--- src/core/lptu_pkg.sv ---
// Package of the latch, key port and timer unit: constants and carrier types.
// Assumes one clock domain (mclk) and single-cycle command strobes from the core.
package lptu_pkg;

  // Latch positions of the digit latch bank
  localparam int LATCH_COUNT = 14;
  localparam logic [3:0] LATCH_CLOCK = 4'h0;      // Reserved: clock steering
  localparam logic [3:0] LATCH_STROBE_FIRST = 4'h1;
  localparam logic [3:0] LATCH_STROBE_LAST = 4'h6;
  localparam logic [3:0] LATCH_MEMSUP = 4'h7;     // Reserved: memory supply
  localparam int POS_PORT_DIR = 8;
  localparam int POS_BATTERY = 9;
  localparam int POS_SEL_A = 10;
  localparam int POS_SEL_B = 11;
  localparam int POS_TIMER_RATE = 12;
  localparam int POS_CUR_SRC = 13;
  localparam logic [3:0] LATCH_LAST = 4'hd;

  // Values after reset
  localparam logic [13:0] LATCH_RESET = 14'h0000;
  localparam logic [3:0] PORT_LATCH_RESET = 4'h0;
  localparam logic [7:0] TIMER_RESET = 8'h00;
  localparam logic [8:0] COUNT_RESET = 9'h000;

  // Hardware timer runs at 16 Hz; one second is sixteen ticks
  localparam logic [3:0] TICKS_PER_SECOND_LAST = 4'hf;

  // Expiry flag numbers in flag group one
  localparam logic [3:0] FLAG_LONG = 4'ha;
  localparam logic [3:0] FLAG_SHORT = 4'hb;

  // Latch set or clear request
  typedef struct packed {
    logic set;        // latch_set_cmd
    logic clear;      // latch_clear_cmd
    logic [3:0] addr; // Latch position
  } lptu_latch_cmd_type;

  // Status update from the arithmetic path
  typedef struct packed {
    logic update;     // Instruction affects status
    logic arith;      // Arithmetic instruction: sign decides
    logic result_neg; // Result sign
    logic result_zero;
    logic error;      // Non-arithmetic error indication
  } lptu_status_in_type;

  // Timer and flag commands
  typedef struct packed {
    logic long_load;   // long_timer_load_cmd
    logic short_load;  // short_timer_load_cmd
    logic long_halt;   // long_timer_halt_cmd
    logic short_halt;  // short_timer_halt_cmd
    logic update;      // timer_update_cmd
    logic flag_clear;  // flag_clear_cmd
    logic [3:0] flag;  // Flag number for flag_clear_cmd
    logic [7:0] value; // Load value
  } lptu_timer_cmd_type;

endpackage

--- src/core/lptu_core.sv ---
// Latch, status, key port and timer unit of a 4-bit sensor processor.
// Assumes command strobes last one mclk cycle and come from mclk logic; key pins
// and the 16 Hz tick come from outside and are synchronised here.
// Summary of operation
// - Six settable latches drive strobe outputs one-six
// - Positions zero and seven ignore user latch commands
// - Direction latch: zero input, one output
// - Battery latch overrides; else two bits pick input
// - Measure command writes the three selection latches
// - Rate latch picks 1 Hz or 16 Hz view
// - Current source on only with latch and supply
// - Set drives one, clear zero, others unchanged
// - Reset clears latches; low power keeps them
// - Three status bits hold until next update
// - Zero bit marks zero result or equality
// - Positive bit: positive sign or no error
// - Negative bit: negative sign or error
// - Output direction drives latch, bit eight MSB
// - Read gives pins or latch by direction
// - Bits one two four wake on rise
// - Bit eight wakes on change, armed at entry
// - Eight-bit hardware timer counts 16 Hz ticks
// - Timers count down, expiry sets flags, wakes in done mode
// - Timer logic only sets flags; flags force done-mode exit
// - Expiry reloads by adding buffer to count
// - Load starts timer; halted timer ignores updates
// - Load and halt clear their expiry flag
`timescale 1ns/1ps

module lptu_core
  import lptu_pkg::*;
(
  input wire logic mclk,
  input wire logic rst,
  input wire lptu_latch_cmd_type latch_cmd,
  input wire logic measure_cmd,
  input wire logic [2:0] measure_operand,
  input wire lptu_status_in_type status_in,
  input wire logic [3:0] key_in,
  input wire logic port_constant_write_cmd,
  input wire logic accumulator_port_write_cmd,
  input wire logic [3:0] port_write_data,
  input wire logic port_read_cmd,
  input wire logic port_read_update_cmd,
  input wire lptu_timer_cmd_type timer_cmd,
  input wire logic tick_16hz,
  input wire logic converter_supply,
  input wire logic clock_control_req,
  input wire logic memory_supply_req,
  input wire logic low_power_enter,
  input wire logic low_power_done,
  input wire logic active_restore,
  output logic [6:1] strobe_outputs,
  output logic clock_control_output,
  output logic memory_supply_output,
  output logic port_direction_latch,
  output logic battery_select_latch,
  output logic [1:0] input_select,
  output logic timer_rate_latch,
  output logic current_source_on,
  output logic status_pos,
  output logic sign_minus_flag,
  output logic status_zero,
  output logic [3:0] key_out,
  output logic [3:0] key_oe,
  output logic [3:0] port_read_data,
  output logic port_read_valid,
  output logic [7:0] timer_view,
  output logic long_timer_expired,
  output logic short_timer_expired,
  output logic wake_request
);

  // Whole state of the unit in one record
  typedef struct packed {
    logic [13:0] latch;     // Digit latch bank, position 0..13
    logic clk_ctl;          // Reserved position zero
    logic mem_sup;          // Reserved position seven
    logic pos;              // Status bits
    logic neg;
    logic zero;
    logic [3:0] port_latch; // Key port output latch
    logic [3:0] key_s1;     // Key synchroniser, first stage
    logic [3:0] key_s2;     // Key synchroniser, second stage
    logic [3:0] key_prev;   // Previous synchronised level
    logic tick_s1;          // Tick synchroniser
    logic tick_s2;
    logic tick_prev;
    logic tick_seen;        // A tick was counted last cycle
    logic [7:0] hw_timer;   // Free-running 16 Hz count
    logic [8:0] long_cnt;   // Software timers, one guard bit
    logic [8:0] short_cnt;
    logic [7:0] long_rel;   // Reload buffers
    logic [7:0] short_rel;
    logic long_run;
    logic short_run;
    logic [7:0] long_pend;  // Seconds elapsed since last update
    logic [7:0] short_pend; // Ticks elapsed since last update
    logic long_exp;
    logic short_exp;
    logic low_power;        // In done or off mode
    logic done_mode;        // Done mode (timers may wake)
    logic k8_armed;         // Bit eight level at mode entry
    logic pre_ok;           // Bits one, two, four were all low
    logic wake;
    logic [3:0] rd_data;
    logic rd_valid;
    logic cur_src;
    logic [7:0] tview;
  } lptu_state_type;

  lptu_state_type st_reg;
  lptu_state_type st_next;

  // Subtract elapsed units; at or below zero add the reload value back
  // Limitation: two underflows within one update interval lose a whole period
  function automatic logic [9:0] timer_step(input logic [8:0] cnt, input logic [7:0] pend,
                                            input logic [7:0] rel);
    logic [9:0] diff;
    logic [9:0] res;
    diff = {1'b0, cnt} - {2'b00, pend};
    res = {1'b0, diff[8:0]};
    if (diff[9] || diff == 10'h000) begin
      res = {1'b1, 9'(diff[8:0] + {1'b0, rel})};
    end
    return res;
  endfunction

  // Next-state logic
  always_comb begin
    logic tick;
    logic upd;
    logic second;
    logic [9:0] lstep;
    logic [9:0] sstep;
    logic key_wake;
    logic timer_wake;
    tick = 1'b0;
    upd = 1'b0;
    second = 1'b0;
    lstep = 10'h000;
    sstep = 10'h000;
    key_wake = 1'b0;
    timer_wake = 1'b0;
    st_next = st_reg;

    // Synchronisers; only the second stage is read by logic
    st_next.key_s1 = key_in;
    st_next.key_s2 = st_reg.key_s1;
    st_next.key_prev = st_reg.key_s2;
    st_next.tick_s1 = tick_16hz;
    st_next.tick_s2 = st_reg.tick_s1;
    st_next.tick_prev = st_reg.tick_s2;
    tick = st_reg.tick_s2 & ~st_reg.tick_prev;
    st_next.tick_seen = tick;

    // Reserved positions follow the control software only
    st_next.clk_ctl = clock_control_req;
    st_next.mem_sup = memory_supply_req;

    // User latch commands; positions zero, seven and above thirteen are ignored
    if (latch_cmd.addr != LATCH_CLOCK && latch_cmd.addr != LATCH_MEMSUP &&
        latch_cmd.addr <= LATCH_LAST) begin
      if (latch_cmd.set) begin
        st_next.latch[latch_cmd.addr] = 1'b1;
      end else if (latch_cmd.clear) begin
        st_next.latch[latch_cmd.addr] = 1'b0;
      end
    end

    // Measure steers the selection latches; it wins over a latch command
    if (measure_cmd) begin
      st_next.latch[POS_BATTERY] = measure_operand[2];
      st_next.latch[POS_SEL_A] = measure_operand[0];
      st_next.latch[POS_SEL_B] = measure_operand[1];
    end

    // Current source needs both the latch and the converter supply
    st_next.cur_src = st_reg.latch[POS_CUR_SRC] & converter_supply;

    // Status bits change only on a status-affecting instruction
    if (status_in.update) begin
      st_next.zero = status_in.result_zero;
      if (status_in.arith) begin
        st_next.pos = ~status_in.result_neg;
        st_next.neg = status_in.result_neg;
      end else begin
        st_next.pos = ~status_in.error;
        st_next.neg = status_in.error;
      end
    end

    // Key port latch write; direction latch is left alone
    if (port_constant_write_cmd || accumulator_port_write_cmd) begin
      st_next.port_latch = port_write_data;
    end

    // Port read: pins in input direction, latch in output direction
    st_next.rd_valid = port_read_cmd | port_read_update_cmd;
    if (port_read_cmd || port_read_update_cmd) begin
      st_next.rd_data = st_reg.latch[POS_PORT_DIR] ? st_reg.port_latch : st_reg.key_s2;
    end

    // Hardware timer and elapsed-time accumulation
    if (tick) begin
      st_next.hw_timer = st_reg.hw_timer + 8'h01;
      second = st_reg.hw_timer[3:0] == TICKS_PER_SECOND_LAST;
      // Saturate so a very late update still expires the timer
      if (st_reg.short_pend != 8'hff) begin
        st_next.short_pend = st_reg.short_pend + 8'h01;
      end
      if (second && st_reg.long_pend != 8'hff) begin
        st_next.long_pend = st_reg.long_pend + 8'h01;
      end
    end
    // Rate latch chooses the 16 Hz count or the whole seconds
    st_next.tview = st_reg.latch[POS_TIMER_RATE] ? st_reg.hw_timer :
                    {4'h0, st_reg.hw_timer[7:4]};

    // Timers update on command, or by themselves each tick in done mode
    upd = timer_cmd.update | port_read_update_cmd |
          (st_reg.low_power & st_reg.done_mode & st_reg.tick_seen);
    lstep = timer_step(st_reg.long_cnt, st_reg.long_pend, st_reg.long_rel);
    sstep = timer_step(st_reg.short_cnt, st_reg.short_pend, st_reg.short_rel);
    if (upd && st_reg.long_run) begin
      st_next.long_cnt = lstep[8:0];
      st_next.long_pend = {7'h00, tick & second};
      if (lstep[9]) begin
        st_next.long_exp = 1'b1;
      end
    end
    if (upd && st_reg.short_run) begin
      st_next.short_cnt = sstep[8:0];
      st_next.short_pend = {7'h00, tick};
      if (sstep[9]) begin
        st_next.short_exp = 1'b1;
      end
    end

    // Software flag clear; a same-cycle expiry wins
    if (timer_cmd.flag_clear) begin
      if (timer_cmd.flag == FLAG_LONG && !(upd && st_reg.long_run && lstep[9])) begin
        st_next.long_exp = 1'b0;
      end
      if (timer_cmd.flag == FLAG_SHORT && !(upd && st_reg.short_run && sstep[9])) begin
        st_next.short_exp = 1'b0;
      end
    end

    // Load starts a timer, halt stops it; both clear its flag
    if (timer_cmd.long_load) begin
      st_next.long_rel = timer_cmd.value;
      st_next.long_cnt = {1'b0, timer_cmd.value};
      st_next.long_pend = 8'h00;
      st_next.long_run = 1'b1;
      st_next.long_exp = 1'b0;
    end else if (timer_cmd.long_halt) begin
      st_next.long_run = 1'b0;
      st_next.long_exp = 1'b0;
    end
    if (timer_cmd.short_load) begin
      st_next.short_rel = timer_cmd.value;
      st_next.short_cnt = {1'b0, timer_cmd.value};
      st_next.short_pend = 8'h00;
      st_next.short_run = 1'b1;
      st_next.short_exp = 1'b0;
    end else if (timer_cmd.short_halt) begin
      st_next.short_run = 1'b0;
      st_next.short_exp = 1'b0;
    end

    // Pattern before wake-up: bits one, two and four all low
    st_next.pre_ok = ~|st_reg.key_s2[2:0];

    // Low-power entry arms the bit-eight detector
    if (low_power_enter && !st_reg.low_power) begin
      st_next.low_power = 1'b1;
      st_next.done_mode = low_power_done;
      st_next.k8_armed = st_reg.key_s2[3];
    end

    // Wake sources while in low power
    key_wake = st_reg.low_power & st_reg.pre_ok &
               ((|(st_reg.key_s2[2:0] & ~st_reg.key_prev[2:0])) |
                ((st_reg.key_s2[3] != st_reg.k8_armed) & ~|st_reg.key_s2[2:0]));
    // A pending flag makes done mode exit at once
    timer_wake = st_reg.low_power & st_reg.done_mode &
                 (st_reg.long_exp | st_reg.short_exp);

    // Held wake level until active mode is restored; a new wake wins
    if (active_restore) begin
      st_next.wake = 1'b0;
      st_next.low_power = 1'b0;
      st_next.done_mode = 1'b0;
    end
    // A flag level is no new cause once restore acknowledges it; letting it win
    // would hold the request high through the whole active period
    if (key_wake || (timer_wake && !active_restore)) begin
      st_next.wake = 1'b1;
    end
  end

  // State register; latches survive low power, reset clears them all
  always_ff @(posedge mclk or posedge rst) begin
    if (rst) begin
      st_reg <= '0;
      st_reg.latch <= LATCH_RESET;
      st_reg.port_latch <= PORT_LATCH_RESET;
      st_reg.hw_timer <= TIMER_RESET;
      st_reg.long_cnt <= COUNT_RESET;
      st_reg.short_cnt <= COUNT_RESET;
    end else begin
      st_reg <= st_next;
    end
  end

  // Outputs straight from the state register
  always_comb begin
    strobe_outputs = st_reg.latch[6:1];
    clock_control_output = st_reg.clk_ctl;
    memory_supply_output = st_reg.mem_sup;
    port_direction_latch = st_reg.latch[POS_PORT_DIR];
    // Battery latch wins; selection bits then do not matter
    battery_select_latch = st_reg.latch[POS_BATTERY];
    input_select = {st_reg.latch[POS_SEL_B], st_reg.latch[POS_SEL_A]};
    timer_rate_latch = st_reg.latch[POS_TIMER_RATE];
    current_source_on = st_reg.cur_src;
    status_pos = st_reg.pos;
    sign_minus_flag = st_reg.neg;
    status_zero = st_reg.zero;
    key_out = st_reg.port_latch;
    // One direction for all four pins; the port has no per-pin direction
    key_oe = {4{st_reg.latch[POS_PORT_DIR]}};
    port_read_data = st_reg.rd_data;
    port_read_valid = st_reg.rd_valid;
    timer_view = st_reg.tview;
    long_timer_expired = st_reg.long_exp;
    short_timer_expired = st_reg.short_exp;
    wake_request = st_reg.wake;
  end

endmodule // lptu_core

--- config.mk ---
export PLATFORM = sky130hd
export DESIGN_NAME = lptu_core
export DESIGN_NICKNAME = d
export VERILOG_FILES = /design/src/core/lptu_pkg.sv /design/src/core/lptu_core.sv
export SDC_FILE = /design/constraint.sdc
export NUM_CORES = 1
export LEC_CHECK = 0
export BUFFER_PORTS_ARGS = -buffer_cell sky130_fd_sc_hd__clkbuf_2
export CORE_MARGIN = 2
export CORE_UTILIZATION = 41
export DETAILED_ROUTE_END_ITERATION = 10
export GPL_TIMING_DRIVEN = 0
export PLACE_DENSITY = 0.7
export SYNTH_ARGS = -nofsm -noshare
export SYNTH_HDL_FRONTEND = slang
export SYNTH_SLANG_ARGS = --single-unit
--- constraint.sdc ---
create_clock -name mclk -period 6.6 [get_ports mclk]
set_clock_uncertainty 0.05 [all_clocks]
set_input_delay 0.33 -clock mclk [delete_from_list [all_inputs] [get_ports mclk]]
set_output_delay 0.33 -clock mclk [all_outputs]
set_load 0.02 [all_outputs]
[Word level (Yosys, flattened, before mapping)]
Index checks and enable logic that the tools add are counted.
Storage, ports and cells
  word-level logic and storage cells: 160
  input port bits: 54
  output and inout bits: 41
  register bits: 119
Cells by class
  bitwise gates (word level): 22
  reductions and logical operators: 44
  equality and inequality tests: 7
  $add $sub $neg: 7
  $lt $le $gt $ge: 3
  multiplexer cells: 42
Operators by type and width (count)
  two-way mux 8 bit: 7
  two-way mux 9 bit: 4
  two-way mux 14 bit: 2
  adder 8 x 1 -> 8 bit, second input constant: 3
  logical NOT 10 bit: 2
  two-way mux 10 bit: 2
  subtractor 9 x 8 -> 10 bit: 2
  adder 9 x 8 -> 9 bit: 2
  two-way mux 1 bit: 18
  two-way mux 16 bit: 1
  inequality test 8 bit, second input constant: 2
  nonzero test 2 bit: 8
  nonzero test 3 bit: 5
  bitwise AND 14 bit: 1
  NOT 14 bit: 1
  OR 14 bit: 1
  == test 4 bit, second input constant: 3
  logical AND 1 bit: 12
  two-way mux 12 bit: 1
  bitwise AND 1 bit: 9
  AND reduction 2 bit: 4
  two-way mux 2 bit: 3
  two-way mux 3 bit: 2
  OR reduction 3 bit: 2
  other kinds (14): 28

[Depth between registers and ports, before layout]
  depth in word-level cells: 11
  gate-level depth with buffers: 15
  depth with buffers taken out: 15

[Worst setup path after synthesis]
No wires, ideal clock.
  path kind: flip-flop to flip-flop
  from: reg st_reg[30] (netlist name)
  to: reg st_reg[71] (netlist name)
  stages on the path, launching flop included: 13
  setup time: 0.081 ns
  arrival: 2.915 ns
  slack: 3.554 ns
  path buffers: 0
  period minus slack after synthesis: 3.046 ns
  required time: 6.469 ns
  cell sequence: dfrtp_1 -> inv_1 -> ha_1 -> nor2b_4 -> o2111a_1 -> or4_4 -> nand2_1 -> inv_1 -> ha_1 -> o41ai_1 -> xor2_1 -> or4_1 -> o211ai_2
On the way
  cells in the longest elaborated chain, start to end: 6
Ends and longest elaborated chain
  from (decl): RTL line lptu_core.sv:112  | lptu_state_type st_reg;
  from (signal assigned): RTL line lptu_core.sv:313  | st_reg <= st_next;
  subtractor 9 x 8 -> 10 bit (*): RTL line lptu_core.sv:121  | diff = {1'b0, cnt} - {2'b00, pend};
  parallel branches: the longest is 2 deep, another holds adder 9 x 8 -> 9 bit
  two-way mux 10 bit (*): RTL line lptu_core.sv:123  | if (diff[9] || diff == 10'h000) begin
  two-way mux 9 bit (*): RTL line lptu_core.sv:225  | if (upd && st_reg.long_run) begin
  two-way mux 9 bit (*): RTL line lptu_core.sv:251  | if (timer_cmd.long_load) begin
Every way passes the cells marked *. The select of a mux whose other input is x is not followed.
A chain may end at the register's enable or synchronous reset.

[Worst setup path after layout]
  from: reg st_reg[23] (netlist name)
  to: reg st_reg[63] (netlist name)
On the way
  cells in the longest elaborated chain, start to end: 6
Ends and longest elaborated chain
  subtractor 9 x 8 -> 10 bit (*): RTL line lptu_core.sv:121
  parallel branches: the longest is 2 deep, another holds adder 9 x 8 -> 9 bit
  two-way mux 10 bit (*): RTL line lptu_core.sv:123
  two-way mux 9 bit (*): RTL line lptu_core.sv:232  | if (upd && st_reg.short_run) begin
  two-way mux 9 bit (*): RTL line lptu_core.sv:261  | if (timer_cmd.short_load) begin
Marks and branches as above.

==> metrics <==
Least-Margin Pin Slew=0.906 ns; first-pass GRT wire length=24300 um; Synth warnings=0; initial core utilization=0.419; share of cells above drive strength 1=0.243; final slew viol count=0; die span in x=131 um; register area share after synthesis=0.440; pre-CTS setup slack=3.15 ns; grt ovf=0; post-route cell area=8130 um^2; Antenna Nets Post-Route=0; Total Die Area=17300 um^2; min cycle time layout=3.52 ns; Peak supply drop=0.227 mV; reg2reg start=st_reg[23]$_DFFE_PP0P_; Port Buffers=94; worst setup path class=flop to flop; R2R Path End=st_reg[63]$_DFFE_PP0P_; Hold Startpoint=active_restore; clk slew on worst S/H paths=0.06 ns; Most used DFF post-synth=dfrtp_1; Net Sw Frac=0.369; vias per inst=5.12; GPL Wtd Cong=0.854; hold depth=2; vias in the first global route=4966; placed wire-length estimate=10600 um; drt pass-1 iters=6; Fmax=284 MHz; top-area cell type share of the netlist area=0.440; Seq pwr share=0.280; Antenna Cells=0; CP required=6.86 ns; startpoint types=flop; wire per inst=14.4 um; Final WS setup=3.08 ns; worst path cell trace=inv_1, ha_1, o21ai_0, a21oi_1, or4b_2, nand3_1, ha_1, o21a_1, a21oi_1, o21bai_1, a21oi_1, nor4b_1, nor4_1; IO Count=95; max reg flops=69; final hold vios=0; hold worst-path end=st_reg[17]$_DFFE_PP0P_; NumNets Final=881; Avg Cell Area, Syn=10.0 um^2; final setup fails=0; Data arrival, critical path=3.78 ns; synthesized instance count=664; Area Growth Syn to Fin=22.3%; Largest stage delay, worst path=0.63 ns; Post-synth EDFFs=0; filler instances=1452; post-route clock period utilization=0.533; register bit count reported by yosys=117; RSZ-0062 raised after global routing=false; Tot GR Track Use=0.175; Switching Power=1.21 mW; fin util=0.512; leak pwr=3.80 nW; CTS tree=built; via count=5193; Internal=2.07 mW; Core Area=15900 um^2; largest net degree at the start of global routing=93; Die Ht=131 um; Clock Path Buffers=2; setup_tns=0 ns; initial antenna violation count=0; Worst-Skew Late Latency=0.42 ns; Root Driver=clkbuf_16; Comb pwr share=0.422; # rows=46; Max Cap Viol=0; TritonCTS buffer count=17; Cell Area, Placed=7420 um^2; CTS sink count=117; endpoint class of the critical path=flop; post-synth net total=759; synthesized cell area=6650 um^2; PwrDens=404 nW/um^2; cell seen most often among critical-path stages=a21oi_1; Register-to-Register Path Depth=13; final WL=14600 um; clock network power share=0.298; share of flip-flops with an asynchronous set or reset=1.00; worst min-delay path class=primary input to flop; drc violations=0; status=completed; Netlist cell types=66; setup bufs post-CTS=0; Hold Buf Count CTS=8; flop2flop setup slack=3.08 ns; crit path max-delay cell type=or4b_2; CTS H-tree depth=4; Slew Limit Headroom=0.392; crit path max fanout=5; synth top area cells=dfrtp_1 (44%), ha_1 (7.0%), mux2_2 (4.4%), xnor2_1 (3.3%), nor2_1 (3.2%); # resized after CTS=0; dominant cell type by area after synthesis=dfrtp_1; DRT iter0 DRCs=314
critical path, delay by kind of cell (launching register included):
kind / cells / cell delay (ns)
AO/OA/AOI/OAI: 6 / 1.04
buffers and inverters: 1 / 0.09
AND/OR/NAND/NOR: 4 / 1.18
adder cells (fa/ha/maj): 2 / 0.65
flip-flops: 1 / 0.39
placed cells by master, fill, tap and decap left out, types with 5 or more instances in the layout:
master	count
nand2b_1	6
clkbuf_16	17
dlygate4sd3_1	8
nand3_1	12
dfrtp_1	117
o21ai_0	31
ha_1	37
clkbuf_1	12
a21oi_1	25
nor4_1	7
buf_4	28
a22oi_1	7
nand2_1	48
nor2_1	57
and2_1	9
nor3_1	17
nand4_1	6
nor2b_1	11
xor2_1	13
a41oi_1	6
inv_1	49
xnor2_1	25
clkinvlp_4	5
o21a_1	10
mux2_2	26
clkbuf_2	94
a21o_1	10
a31oi_1	6
mux2i_1	12
final cells by class:
type | count | area (um^2) | area share
plain buffers | 43 | 267 | 0.0328
clock buffers | 17 | 425 | 0.0523
clock inverters | 14 | 201 | 0.0248
inverters | 50 | 193 | 0.0237
multi-input cells | 454 | 3270 | 0.402
flip-flops and latches | 117 | 2930 | 0.360
well taps | 216 | 270 | 0.0332
repair buffers | 103 | 578 | 0.0711
layer usage:
| layer | vias to the layer above | routed length [um] | track usage |
|---|---|---|---|
| met5 | - | 0 | 0 |
| met3 | 17 | 775 | 0.0424 |
| li1 | 2575 | - | - |
| met1 | 2448 | 7160 | 0.245 |
| met4 | 0 | 228 | 0.0604 |
| met2 | 153 | 6390 | 0.265 |
power by group through the flow:
stage	combinational (mW)	clock, mW	sequential [mW]
CTS	1.38	0.998	0.919
global route	1.54	1.03	0.935
global placement	1.33	0	0.930
finish	1.38	0.979	0.919
detailed placement	1.36	0	0.931
floorplan	1.08	0	0.916
cell usage after synthesis, types with 7 or more instances:
cell      count
dfrtp_1     117
nor2_1       57
inv_1        50
nand2_1      48
ha_1         37
o21ai_0      31
buf_4        28
mux2_2       26
a21oi_1      25
xnor2_1      25
nor3_1       17
xor2_1       13
clkbuf_1     12
mux2i_1      12
nand3_1      12
nor2b_1      11
a21o_1       10
o21a_1       10
and2_1        9
a22oi_1       7
nor4_1        7
kinds of logic (layout without fill, tap and decap cells):
| logic type | Yosys count | after routing | synth area share |
|---|---|---|---|
| simple gates | 195 | 195 | 0.144 |
| compound gates | 142 | 142 | 0.154 |
| xor+xnor | 38 | 38 | 0.0501 |
| flops | 117 | 117 | 0.440 |
| fa+ha+maj | 41 | 41 | 0.0817 |
| mux | 38 | 38 | 0.0621 |
| buf+inv | 93 | 227 | 0.0683 |
through the flow:
step | hold WS, ns | std cells | power, mW
floorplan | 0.281 | 664 | 1.99
global placement | 0.285 | 974 | 2.26
detailed placement | 0.255 | 975 | 2.29
CTS | 0.0634 | 1014 | 3.30
global route | 0.0716 | 1014 | 3.51
finish | 0.0766 | 1014 | 3.28
worst max-delay path by stage:
stage | from | endpoint | slack (ns) | cells past startpoint
CTS | st_reg[23]$_DFFE_PP0P_ | st_reg[63]$_DFFE_PP0P_ | 3.11 | 13
global placement | rst | st_reg[47]$_DFFE_PP0P_ | 1.71 | 2
floorplan | rst | async pin | 3.12 | 1
global route | st_reg[23]$_DFFE_PP0P_ | st_reg[63]$_DFFE_PP0P_ | 2.77 | 13
finish | st_reg[23]$_DFFE_PP0P_ | st_reg[63]$_DFFE_PP0P_ | 3.08 | 13
detailed placement | st_reg[23]$_DFFE_PP0P_ | st_reg[63]$_DFFE_PP0P_ | 3.15 | 13
(Power assumes the default switching activity.)
